--- src/logic/pmx_pkg.sv ---
// package for the port six to eight pin multiplexer
package pmx_pkg;
	// register indices; some printed offsets are odd, byte address = 4*index
	localparam logic [15:0] IDX_P7_DATA = 16'h0091;
	localparam logic [15:0] IDX_P8_DATA = 16'h0092;
	localparam logic [15:0] IDX_P7_PU = 16'h009E;
	localparam logic [15:0] IDX_P8_PU = 16'h009F;
	localparam logic [15:0] IDX_P7_DIR = 16'h00E1;
	localparam logic [15:0] IDX_P8_DIR = 16'h00E9;
	localparam logic [15:0] IDX_P7_OD = 16'h1007;
	localparam logic [15:0] IDX_P8_OD = 16'h1008;
	localparam logic [15:0] IDX_P8_FSR = 16'h100B;
	localparam logic [15:0] IDX_P6_FSRL = 16'h1014;
	localparam logic [15:0] IDX_P6_FSRH = 16'h1015;
	localparam logic [15:0] IDX_P7_FSRL = 16'h1016;
	localparam logic [15:0] IDX_P7_FSRH = 16'h1017;
	localparam logic [15:0] IDX_P6_PIN = 16'h1018;
	localparam int ADDR_W = 18;
	localparam logic [7:0] RST_VAL = 8'h00;
	localparam logic [7:0] P6H_MASK = 8'h03;
	localparam logic [7:0] P7H_MASK = 8'h0F;
	localparam logic [1:0] RESP_OKAY = 2'h0;
	localparam logic [1:0] RESP_SLVERR = 2'h2;
	// two-bit function codes
	localparam logic [1:0] FN_PORT = 2'h0;
	localparam logic [1:0] FN_ALT1 = 2'h1;
	localparam logic [1:0] FN_ALT2 = 2'h2;

	typedef struct packed {
		logic [7:0] o;
		logic [7:0] oe;
		logic [7:0] pu;
	} pmx_pins_t;

	// lines from peripherals driving pins
	typedef struct packed {
		logic timer_seven_output;
		logic timer_eight_output;
		logic pwm_out_a_a;
		logic pwm_out_a_b;
		logic pwm_out_b_a;
		logic pwm_out_b_b;
		logic pwm_out_c_a;
		logic pwm_out_c_b;
		logic serial2_transmit_out;
		logic [3:0] lcd_common;
		logic [3:0] lcd_bias;
		logic [7:0] lcd_segment;
	} pmx_periph_t;

	// sampled pin inputs, analog and select strobes towards peripherals
	typedef struct packed {
		logic ext_irq_line_17;
		logic ext_irq_line_18;
		logic event_counter_input_7;
		logic serial2_receive_in;
		logic analog_channel_eight;
		logic analog_channel_nine;
		logic analog_channel_ten;
		logic low_voltage_ref_input;
		logic lcd_cap_low_pin;
		logic lcd_cap_high_pin;
	} pmx_fnin_t;
endpackage

--- src/logic/pmx_top.sv ---
// register file and pin multiplexer for ports six, seven and eight
`timescale 1ns/1ps
// Function
// ports seven and eight each have an 8-bit read/write data register
// direction bit 0 makes the pin an input, 1 an output
// pull-up select bit 0 disables, 1 enables the pull-up
// open-drain bit 0 push-pull, 1 open-drain output
// p6 low bits 7:6 pick pin 3: port/ec7, analog nine, lvi ref
// p6 low bits 5:4 pick pin 2: port/irq17, analog eight, timer seven
// p6 low bits 3:2 pick pin 1: port/irq18, cap low, timer eight/pwm a-a
// p6 low bits 1:0 pick pin 0: port, cap high, pwm a-b
// p6 high bits 1:0 pick pin 4: port, analog ten, serial2 transmit
// p7 high bits 3:0 switch pins 7..4 to lcd commons 0..3
// p7 low 2-bit fields pick pins 3..0: port, lcd bias, pwm outputs
// p8 function bit n connects pin n to lcd segment n
// port seven registers all reset to zero, pins start as inputs
// irq17, irq18, counter 7, serial2 receive sampled only when input
// a chosen alternate function drives or samples the pin instead
module pmx_top (
	// clock and reset
	input wire logic aclk,
	input wire logic aresetn,
	// axi4-lite write address and data
	input wire logic [pmx_pkg::ADDR_W-1:0] s_axi_awaddr,
	input wire logic s_axi_awvalid,
	output logic s_axi_awready,
	input wire logic [31:0] s_axi_wdata,
	input wire logic [3:0] s_axi_wstrb,
	input wire logic s_axi_wvalid,
	output logic s_axi_wready,
	output logic [1:0] s_axi_bresp,
	output logic s_axi_bvalid,
	input wire logic s_axi_bready,
	// axi4-lite read
	input wire logic [pmx_pkg::ADDR_W-1:0] s_axi_araddr,
	input wire logic s_axi_arvalid,
	output logic s_axi_arready,
	output logic [31:0] s_axi_rdata,
	output logic [1:0] s_axi_rresp,
	output logic s_axi_rvalid,
	input wire logic s_axi_rready,
	// peripherals
	input wire pmx_pkg::pmx_periph_t periph_in,
	output pmx_pkg::pmx_fnin_t fn_out,
	// pins
	input wire logic [4:0] p6_in,
	output pmx_pkg::pmx_pins_t p6_pin,
	output logic [4:0] p6_analog_sel,
	input wire logic [7:0] p7_in,
	output pmx_pkg::pmx_pins_t p7_pin,
	output logic [7:0] p7_analog_sel,
	input wire logic [7:0] p8_in,
	output pmx_pkg::pmx_pins_t p8_pin,
	output logic [7:0] p8_analog_sel,
	// port six data/direction from the rest of the chip
	input wire logic [4:0] p6_data,
	input wire logic [4:0] p6_dir
);
	import pmx_pkg::*;

	logic [7:0] p7_dat_r, p8_dat_r, p7_pu_r, p8_pu_r, p7_dir_r, p8_dir_r;
	logic [7:0] p7_od_r, p8_od_r, p8_fsr_r, p6_fsrl_r, p6_fsrh_r;
	logic [7:0] p7_fsrl_r, p7_fsrh_r;
	logic [4:0] p6_s1_r, p6_s2_r;
	logic [7:0] p7_s1_r, p7_s2_r, p8_s1_r, p8_s2_r;
	logic aw_got_r, w_got_r;
	logic [15:0] aw_idx_r;
	logic [31:0] wd_r;
	logic [3:0] ws_r;

	// synchronise pad inputs before anything reads them
	always_ff @(posedge aclk) begin
		p6_s1_r <= p6_in;
		p6_s2_r <= p6_s1_r;
		p7_s1_r <= p7_in;
		p7_s2_r <= p7_s1_r;
		p8_s1_r <= p8_in;
		p8_s2_r <= p8_s1_r;
	end

	// write channel: address and data accepted in either order
	wire aw_take = s_axi_awvalid && s_axi_awready;
	wire w_take = s_axi_wvalid && s_axi_wready;
	wire wr_go = aw_got_r && w_got_r && !s_axi_bvalid;
	wire [15:0] wr_idx = aw_idx_r;
	wire wr_lane = ws_r[0];
	wire [7:0] wbyte = wd_r[7:0];
	wire wr_hit = (wr_idx == IDX_P7_DATA) || (wr_idx == IDX_P8_DATA) ||
		(wr_idx == IDX_P7_PU) || (wr_idx == IDX_P8_PU) ||
		(wr_idx == IDX_P7_DIR) || (wr_idx == IDX_P8_DIR) ||
		(wr_idx == IDX_P7_OD) || (wr_idx == IDX_P8_OD) ||
		(wr_idx == IDX_P8_FSR) || (wr_idx == IDX_P6_FSRL) ||
		(wr_idx == IDX_P6_FSRH) || (wr_idx == IDX_P7_FSRL) ||
		(wr_idx == IDX_P7_FSRH) || (wr_idx == IDX_P6_PIN);
	wire wr_en = wr_go && wr_hit && wr_lane;

	always_ff @(posedge aclk) begin
		if (!aresetn) begin
			aw_got_r <= 1'b0;
			w_got_r <= 1'b0;
			aw_idx_r <= 16'h0000;
			wd_r <= 32'h0000_0000;
			ws_r <= 4'h0;
			s_axi_awready <= 1'b0;
			s_axi_wready <= 1'b0;
			s_axi_bvalid <= 1'b0;
			s_axi_bresp <= RESP_OKAY;
		end else begin
			s_axi_awready <= !aw_got_r && !aw_take && !s_axi_bvalid;
			s_axi_wready <= !w_got_r && !w_take && !s_axi_bvalid;
			if (aw_take) begin
				aw_got_r <= 1'b1;
				aw_idx_r <= s_axi_awaddr[ADDR_W-1:2];
			end
			if (w_take) begin
				w_got_r <= 1'b1;
				wd_r <= s_axi_wdata;
				ws_r <= s_axi_wstrb;
			end
			if (wr_go) begin
				aw_got_r <= 1'b0;
				w_got_r <= 1'b0;
				s_axi_bvalid <= 1'b1;
				s_axi_bresp <= wr_hit ? RESP_OKAY : RESP_SLVERR;
			end else if (s_axi_bvalid && s_axi_bready) begin
				s_axi_bvalid <= 1'b0;
			end
		end
	end

	// registers; all reset to zero so pins start as port inputs
	always_ff @(posedge aclk) begin
		if (!aresetn) begin
			p7_dat_r <= RST_VAL;
			p7_dir_r <= RST_VAL;
			p7_pu_r <= RST_VAL;
			p7_od_r <= RST_VAL;
			p8_dat_r <= RST_VAL;
			p8_dir_r <= RST_VAL;
			p8_pu_r <= RST_VAL;
			p8_od_r <= RST_VAL;
			p8_fsr_r <= RST_VAL;
			p6_fsrl_r <= RST_VAL;
			p6_fsrh_r <= RST_VAL;
			p7_fsrl_r <= RST_VAL;
			p7_fsrh_r <= RST_VAL;
		end else if (wr_en) begin
			case (wr_idx)
				IDX_P7_DATA: p7_dat_r <= wbyte;
				IDX_P8_DATA: p8_dat_r <= wbyte;
				IDX_P7_PU: p7_pu_r <= wbyte;
				IDX_P8_PU: p8_pu_r <= wbyte;
				IDX_P7_DIR: p7_dir_r <= wbyte;
				IDX_P8_DIR: p8_dir_r <= wbyte;
				IDX_P7_OD: p7_od_r <= wbyte;
				IDX_P8_OD: p8_od_r <= wbyte;
				IDX_P8_FSR: p8_fsr_r <= wbyte;
				IDX_P6_FSRL: p6_fsrl_r <= wbyte;
				IDX_P6_FSRH: p6_fsrh_r <= wbyte & P6H_MASK;
				IDX_P7_FSRL: p7_fsrl_r <= wbyte;
				IDX_P7_FSRH: p7_fsrh_r <= wbyte & P7H_MASK;
				default: ;
			endcase
		end
	end

	// read channel; data register reads return the synchronised pins
	wire [15:0] rd_idx = s_axi_araddr[ADDR_W-1:2];
	logic [7:0] rd_byte;
	logic rd_hit;
	always_comb begin
		rd_hit = 1'b1;
		case (rd_idx)
			IDX_P7_DATA: rd_byte = p7_s2_r;
			IDX_P8_DATA: rd_byte = p8_s2_r;
			IDX_P7_PU: rd_byte = p7_pu_r;
			IDX_P8_PU: rd_byte = p8_pu_r;
			IDX_P7_DIR: rd_byte = p7_dir_r;
			IDX_P8_DIR: rd_byte = p8_dir_r;
			IDX_P7_OD: rd_byte = p7_od_r;
			IDX_P8_OD: rd_byte = p8_od_r;
			IDX_P8_FSR: rd_byte = p8_fsr_r;
			IDX_P6_FSRL: rd_byte = p6_fsrl_r;
			IDX_P6_FSRH: rd_byte = p6_fsrh_r;
			IDX_P7_FSRL: rd_byte = p7_fsrl_r;
			IDX_P7_FSRH: rd_byte = p7_fsrh_r;
			IDX_P6_PIN: rd_byte = {3'h0, p6_s2_r};
			default: begin
				rd_byte = 8'h00;
				rd_hit = 1'b0;
			end
		endcase
	end
	wire ar_take = s_axi_arvalid && s_axi_arready;

	always_ff @(posedge aclk) begin
		if (!aresetn) begin
			s_axi_arready <= 1'b0;
			s_axi_rvalid <= 1'b0;
			s_axi_rdata <= 32'h0000_0000;
			s_axi_rresp <= RESP_OKAY;
		end else begin
			s_axi_arready <= !ar_take && !s_axi_rvalid;
			if (ar_take) begin
				s_axi_rvalid <= 1'b1;
				s_axi_rdata <= {24'h00_0000, rd_byte};
				s_axi_rresp <= rd_hit ? RESP_OKAY : RESP_SLVERR;
			end else if (s_axi_rvalid && s_axi_rready) begin
				s_axi_rvalid <= 1'b0;
			end
		end
	end

	// port six function fields
	wire [1:0] f60 = p6_fsrl_r[1:0];
	wire [1:0] f61 = p6_fsrl_r[3:2];
	wire [1:0] f62 = p6_fsrl_r[5:4];
	wire [1:0] f63 = p6_fsrl_r[7:6];
	wire [1:0] f64 = p6_fsrh_r[1:0];

	// port six: only digital outputs override; analog picks release the pad
	logic [4:0] n6_o, n6_oe, n6_an;
	always_comb begin
		n6_o = p6_data;
		n6_oe = p6_dir;
		n6_an = 5'h00;
		case (f60)
			FN_ALT1: begin n6_oe[0] = 1'b0; n6_an[0] = 1'b1; end
			FN_ALT2: begin n6_oe[0] = 1'b1; n6_o[0] = periph_in.pwm_out_a_b; end
			default: ;
		endcase
		case (f61)
			FN_ALT1: begin n6_oe[1] = 1'b0; n6_an[1] = 1'b1; end
			FN_ALT2: begin
				n6_oe[1] = 1'b1;
				n6_o[1] = periph_in.timer_eight_output | periph_in.pwm_out_a_a;
			end
			default: ;
		endcase
		case (f62)
			FN_ALT1: begin n6_oe[2] = 1'b0; n6_an[2] = 1'b1; end
			FN_ALT2: begin
				n6_oe[2] = 1'b1;
				n6_o[2] = periph_in.timer_seven_output;
			end
			default: ;
		endcase
		case (f63)
			FN_ALT1, FN_ALT2: begin n6_oe[3] = 1'b0; n6_an[3] = 1'b1; end
			default: ;
		endcase
		case (f64)
			FN_ALT1: begin n6_oe[4] = 1'b0; n6_an[4] = 1'b1; end
			FN_ALT2: begin
				n6_oe[4] = 1'b1;
				n6_o[4] = periph_in.serial2_transmit_out;
			end
			default: ;
		endcase
	end

	// ports seven and eight: per-pin selection in one loop
	logic [7:0] n7_o, n7_oe, n7_an, n8_o, n8_oe, n8_an, n7_ou, n8_ou;
	genvar g;
	generate
		for (g = 0; g < 8; g++) begin : g_pin
			// push-pull drives data; open-drain only pulls low
			wire od7 = p7_od_r[g] && p7_dat_r[g];
			wire od8 = p8_od_r[g] && p8_dat_r[g];
			wire pe7 = p7_dir_r[g] && !od7;
			wire pe8 = p8_dir_r[g] && !od8;
			if (g >= 4) begin : g_com
				wire com = p7_fsrh_r[g-4];
				assign n7_an[g] = com;
				assign n7_oe[g] = com ? 1'b0 : pe7;
				assign n7_ou[g] = com ? 1'b0 : p7_pu_r[g];
				assign n7_o[g] = com ? 1'b0 : p7_dat_r[g];
			end else begin : g_lo
				wire [1:0] fs = p7_fsrl_r[2*g+1:2*g];
				wire [7:0] pw = {periph_in.pwm_out_c_b, periph_in.pwm_out_c_a,
					periph_in.pwm_out_b_b, periph_in.pwm_out_b_a, 4'h0};
				assign n7_an[g] = (fs == FN_ALT1);
				assign n7_oe[g] = (fs == FN_ALT2) ? 1'b1 :
					(fs == FN_PORT) ? pe7 : 1'b0;
				assign n7_o[g] = (fs == FN_ALT2) ? pw[4+g] : p7_dat_r[g];
				assign n7_ou[g] = (fs == FN_PORT) ? p7_pu_r[g] : 1'b0;
			end
			assign n8_an[g] = p8_fsr_r[g];
			assign n8_oe[g] = p8_fsr_r[g] ? 1'b1 : pe8;
			assign n8_o[g] = p8_fsr_r[g] ? periph_in.lcd_segment[g]
				: p8_dat_r[g];
			assign n8_ou[g] = p8_fsr_r[g] ? 1'b0 : p8_pu_r[g];
		end
	endgenerate

	// peripheral inputs gated by direction, seen only in port mode
	wire in6_2 = (f62 == FN_PORT) && !p6_dir[2];
	wire in6_1 = (f61 == FN_PORT) && !p6_dir[1];
	wire in6_3 = (f63 == FN_PORT) && !p6_dir[3];
	wire in6_5 = !p6_dir[4] && (f64 == FN_PORT);

	// all outputs registered
	always_ff @(posedge aclk) begin
		if (!aresetn) begin
			p6_pin <= '0;
			p7_pin <= '0;
			p8_pin <= '0;
			p6_analog_sel <= 5'h00;
			p7_analog_sel <= 8'h00;
			p8_analog_sel <= 8'h00;
			fn_out <= '0;
		end else begin
			p6_pin <= '{o: {3'h0, n6_o}, oe: {3'h0, n6_oe}, pu: 8'h00};
			p7_pin <= '{o: n7_o, oe: n7_oe, pu: n7_ou};
			p8_pin <= '{o: n8_o, oe: n8_oe, pu: n8_ou};
			p6_analog_sel <= n6_an;
			p7_analog_sel <= n7_an;
			p8_analog_sel <= n8_an;
			fn_out.ext_irq_line_17 <= in6_2 & p6_s2_r[2];
			fn_out.ext_irq_line_18 <= in6_1 & p6_s2_r[1];
			fn_out.event_counter_input_7 <= in6_3 & p6_s2_r[3];
			fn_out.serial2_receive_in <= in6_5 & p6_s2_r[4];
			fn_out.analog_channel_eight <= (f62 == FN_ALT1);
			fn_out.analog_channel_nine <= (f63 == FN_ALT1);
			fn_out.analog_channel_ten <= (f64 == FN_ALT1);
			fn_out.low_voltage_ref_input <= (f63 == FN_ALT2);
			fn_out.lcd_cap_low_pin <= (f61 == FN_ALT1);
			fn_out.lcd_cap_high_pin <= (f60 == FN_ALT1);
		end
	end

	// pin 7 of port seven drives nothing while on a common line
	chk_com_release: assert property (@(posedge aclk) disable iff (!aresetn)
		p7_fsrh_r[3] |=> !p7_pin.oe[7]) else $error("common pin driven");
	chk_seg_drive: assert property (@(posedge aclk) disable iff (!aresetn)
		p8_fsr_r[0] |=> p8_pin.oe[0]) else $error("segment pin not driven");
	chk_dir_input: assert property (@(posedge aclk) disable iff (!aresetn)
		(p7_dir_r[0] == 1'b0 && p7_fsrl_r[1:0] == 2'h0) |=> !p7_pin.oe[0])
		else $error("input pin driven");
	chk_pu_follow: assert property (@(posedge aclk) disable iff (!aresetn)
		(p8_fsr_r[1] == 1'b0) |=> p8_pin.pu[1] == $past(p8_pu_r[1]))
		else $error("pull-up mismatch");
	chk_od_high: assert property (@(posedge aclk) disable iff (!aresetn)
		(p8_od_r[2] && p8_dat_r[2] && !p8_fsr_r[2]) |=> !p8_pin.oe[2])
		else $error("open-drain drove high");
	chk_irq_gate: assert property (@(posedge aclk) disable iff (!aresetn)
		p6_dir[2] |=> !fn_out.ext_irq_line_17) else $error("irq17 leaked");
	chk_tx_drive: assert property (@(posedge aclk) disable iff (!aresetn)
		(f64 == FN_ALT2) |=> (p6_pin.oe[4] && p6_pin.o[4] ==
		$past(periph_in.serial2_transmit_out))) else $error("tx not routed");
	chk_p6_an9: assert property (@(posedge aclk) disable iff (!aresetn)
		(f63 == FN_ALT1) |=> fn_out.analog_channel_nine)
		else $error("analog nine missing");
	chk_reset_zero: assert property (@(posedge aclk)
		!aresetn |=> (p7_dir_r == 8'h00 && p7_dat_r == 8'h00))
		else $error("port seven reset");
	chk_write_data: assert property (@(posedge aclk) disable iff (!aresetn)
		(wr_en && wr_idx == IDX_P7_DATA) |=> p7_dat_r == $past(wbyte))
		else $error("data write lost");
endmodule // pmx_top

--- config.mk ---
export PLATFORM = sky130hd
export DESIGN_NAME = pmx_top
export DESIGN_NICKNAME = d
export VERILOG_FILES = /design/src/logic/pmx_pkg.sv /design/src/logic/pmx_top.sv
export SDC_FILE = /design/constraint.sdc
export NUM_CORES = 1
export LEC_CHECK = 0
export BUFFER_PORTS_ARGS = -buffer_cell sky130_fd_sc_hd__buf_2
export CORE_ASPECT_RATIO = 1.4
export CORE_MARGIN = 5
export CORE_UTILIZATION = 40
export CTS_BUF_LIST = sky130_fd_sc_hd__clkbuf_8
export CTS_CLUSTER_DIAMETER = 120
export DETAILED_ROUTE_END_ITERATION = 8
export PLACE_DENSITY = 0.67
export SLEW_MARGIN = 30
export SYNTH_ARGS = -nofsm -noshare
export SYNTH_HDL_FRONTEND = slang
export SYNTH_SLANG_ARGS = --single-unit
--- constraint.sdc ---
create_clock -name aclk -period 2.9 [get_ports aclk]
set_clock_uncertainty 0.05 [all_clocks]
set_input_delay 0.435 -clock aclk [delete_from_list [all_inputs] [get_ports aclk]]
set_output_delay 0.435 -clock aclk [all_outputs]
set_load 0.01 [all_outputs]
==> impl_metrics.yaml <==
run_status:
  status: "complete, no violations"
floorplanning:
  start_util: 0.407
  die_h_um: 203
  num_rows: 70
  die_area_mm2: 0.0301
  dieWidth_um: 148
  io_pins: 279
  core_mm2: 0.0262
routing:
  drtIter0Drc: 498
  first_pass_iters: 6
  vias_per_cell: 5.02
  postRouteAntennaNets: 0
  routed_wl_um: 30800
  routedWlPerCell_um: 18.4
  drc: 0
  num_vias: 8409
placed_design:
  dpl_cell_area_mm2: 0.0119
  place.gp.congestion: 0.906
  port-buffer-count: 199
  dp_hpwl_um: 22900
layout:
  nFillCells: 2484
  multi_input_area_mm2: 0.00494
  final_area_mm2: 0.0129
  area_delta_synth_final_pct: 21.3
  antenna_cells: 0
  final_util: 0.494
  drive_gt1_frac: 0.230
  regArea_mm2: 0.00527
  final_nets: 1471
global_routing:
  grt_max_degree: 78
  antenna_found_initial: 0
  grt_pass1_vias: 8381
  grtUsageTotal: 0.200
  grt_first_pass_wirelength_um: 47200
  grt_remaining_overflow: 0
power:
  power_frac_clock: 0.425
  internal_power_w: 0.00549
  share_comb_of_total_power: 0.054
  peakVddDrop_mv: 0.237
  switching_share: 0.234
  seqPwrFrac: 0.522
  cellLeakagePower_nw: 5.25
  p_switching_w: 0.00168
  power_density_mw_per_mm2: 555
  power.total_w: 0.00717
synth:
  ys_ff_latch: 263
  synth_area_leaders: "dfxtp_1 (49%), mux2i_1 (9.7%), nor2b_1 (7.0%), nand2_1 (5.4%), a21boi_0 (3.2%)"
  ys.flop_type: "dfxtp_1"
  yosysUniqueCellTypes: 61
  async_flop_share: 0
  synth_top_area_frac: 0.494
  synth_cells: 1093
  synth.cell_area_mm2: 0.0107
  synth.avg_cell_area_um2: 9.75
  ys_warn_count: 0
  yosys.area.top_type: "dfxtp_1"
  yosysSeqAreaShare: 0.494
  synth_edf_count: 0
setup_path:
  crit_required_ns: 3.29
  rr_endpoint: "p8_dat_r[0]"
  cp_max_fo: 8
  cp_data_arrival_time_ns: 2.83
  reg2reg_depth: 6
  critical_path_class: "flop to flop"
  r2r_slack_ns: 0.47
  crit_slowest_cell: "or4_1"
  r2r-start: "s_axi_bvalid"
  slowest_delay_ns: 0.74
  cp-start-kind: "flop"
  path_cells: "nand4b_1, or4_1, nor4_4, buf_4, mux2i_1, nor2b_1"
  crit_path_end_kind: "flop"
timing:
  finalMaxSlewViolations: 0
  max_freq_mhz: 411
  setup_viol: 0
  worst_pin_slew_ns: 0.745
  period_share: 0.838
  slew_headroom: 0.502
  rsz0062_at_grt: "false"
  layout_min_cycle_time_ns: 2.43
  tns_ns: 0
  whs_ns: 0.0450
  hold_violations: 0
clocking:
  clock-sinks: 263
  clk_path_buf_depth: 3
  clkTransAtPathRegs_ns: 0.06
  tritoncts: "yes"
  cts_buffers: 41
  root_buffer: "clkbuf_8"
  insertion_delay_ns: 0.55
  htree_levels: 2
min_path:
  hp-class: "input pin to flop"
  min_path_cells: 2
  hold-path-endpoint: "p6_pin[19]"
  hold_start: "p6_data[3]"
flow_run:
  max_cap_violations: 0
[cells by family (layout without fill, tap and decap cells)]
kind of cell | after synthesis | in the layout | synth area share
AOI/OAI and AO/OA | 130 | 130 | 0.0868
and+or+nand+nor | 457 | 457 | 0.240
muxes | 111 | 111 | 0.106
buffers and inverters | 117 | 336 | 0.0568
other | 1 | 40 | 0.000352
adders and majority gates | 14 | 14 | 0.0164
DFF | 263 | 263 | 0.494
[sequential cells by signal (all words and copies together), names as in the netlist, 10 cells and up]
signal / count
p7_pin: 24
p8_pin: 24
aw_idx_r: 16
p6_pin: 10
[stage by stage]
stage | std cells | worst slack (ns)
2_1_floorplan | 1132 | 0.589
3_3_place_gp | 1582 | 0.347
3_5_place_dp | 1582 | 0.326
4_1_cts | 1675 | 0.468
5_1_grt | 1675 | 0.227
6_report | 1675 | 0.469
[cells in the final DEF, fill, tap and decap left out, drive strengths merged, types with 31 or more instances in the layout]
cell / Yosys / layout
nand2: 155 / 155
mux2i: 103 / 103
inv: 19 / 31
a21boi: 45 / 45
dfxtp: 263 / 263
buf: 49 / 224
and2: 36 / 36
nor2: 33 / 33
conb: 1 / 40
clkbuf: 49 / 53
nor2b: 120 / 120
[timing repair]
action,in CTS,in global routing
endpoints found under the hold margin,21,0
buffers inserted,0,0
resized for setup,0,0
hold buffers,21,0
[power by group through the flow]
stage	combinational, W	clock (W)	sequential (W)
3_5_place_dp	0.000361	0	0.00382
5_1_grt	0.000425	0.00330	0.00375
2_1_floorplan	0.000261	0	0.00379
3_3_place_gp	0.000358	0	0.00382
4_1_cts	0.000384	0.00315	0.00374
6_report	0.000384	0.00304	0.00374
[worst max-delay path by stage]
stage,startpoint,end,slack [ns],depth (start not counted)
3_3_place_gp,s_axi_araddr[3],s_axi_rdata[0],0.35,7
4_1_cts,s_axi_bvalid,p8_pu_r[3],0.47,6
5_1_grt,s_axi_bvalid,p6_fsrl_r[2],0.23,5
6_report,s_axi_bvalid,p8_dat_r[0],0.47,6
3_5_place_dp,s_axi_araddr[3],s_axi_rdata[0],0.33,7
2_1_floorplan,s_axi_bvalid,p8_dat_r[2],0.59,6
[per-layer routing]
layer	share of wire	global-route usage
met4	0.044	0.0918
met5	0	0
met1	0.40	0.237
met3	0.052	0.0349
met2	0.50	0.352
[critical path, delay by kind of cell (launching register included)]
kind	cells	cell delay, ns
buffers and inverters	1	0.26
flip-flops	1	0.34
multiplexers	1	0.21
AND/OR/NAND/NOR	4	1.46
[cells in the mapped netlist, types with 5 or more instances]
library cell and instances:
dfxtp_1 263, nand2_1 154, nor2b_1 120, mux2i_1 103
clkbuf_1 49, a21boi_0 45, buf_4 44, and2_1 35
nor2_1 30, a21oi_1 24, inv_1 19, nor4_1 19
ha_1 14, a22oi_1 12, nor3_1 11, nand4_1 10
nand2b_1 8, nand3_1 8, o22ai_1 8, mux2_2 7
nor4bb_1 7, or3_1 6, a22o_1 5, a31oi_1 5
and3b_1 5, nor3b_1 5, o21ai_0 5, o32ai_1 5
or4_1 5
[final cells by class]
cell class	instances	area share
Sequential cell	263	0.407
Multi-Input combinational cell	752	0.382
Timing Repair Buffer	245	0.111
Clock buffer	53	0.0564
Tap cell	324	0.0314
Clock inverter	19	0.00658
Inverter	19	0.00552
Power figures use the tool's default switching activity.
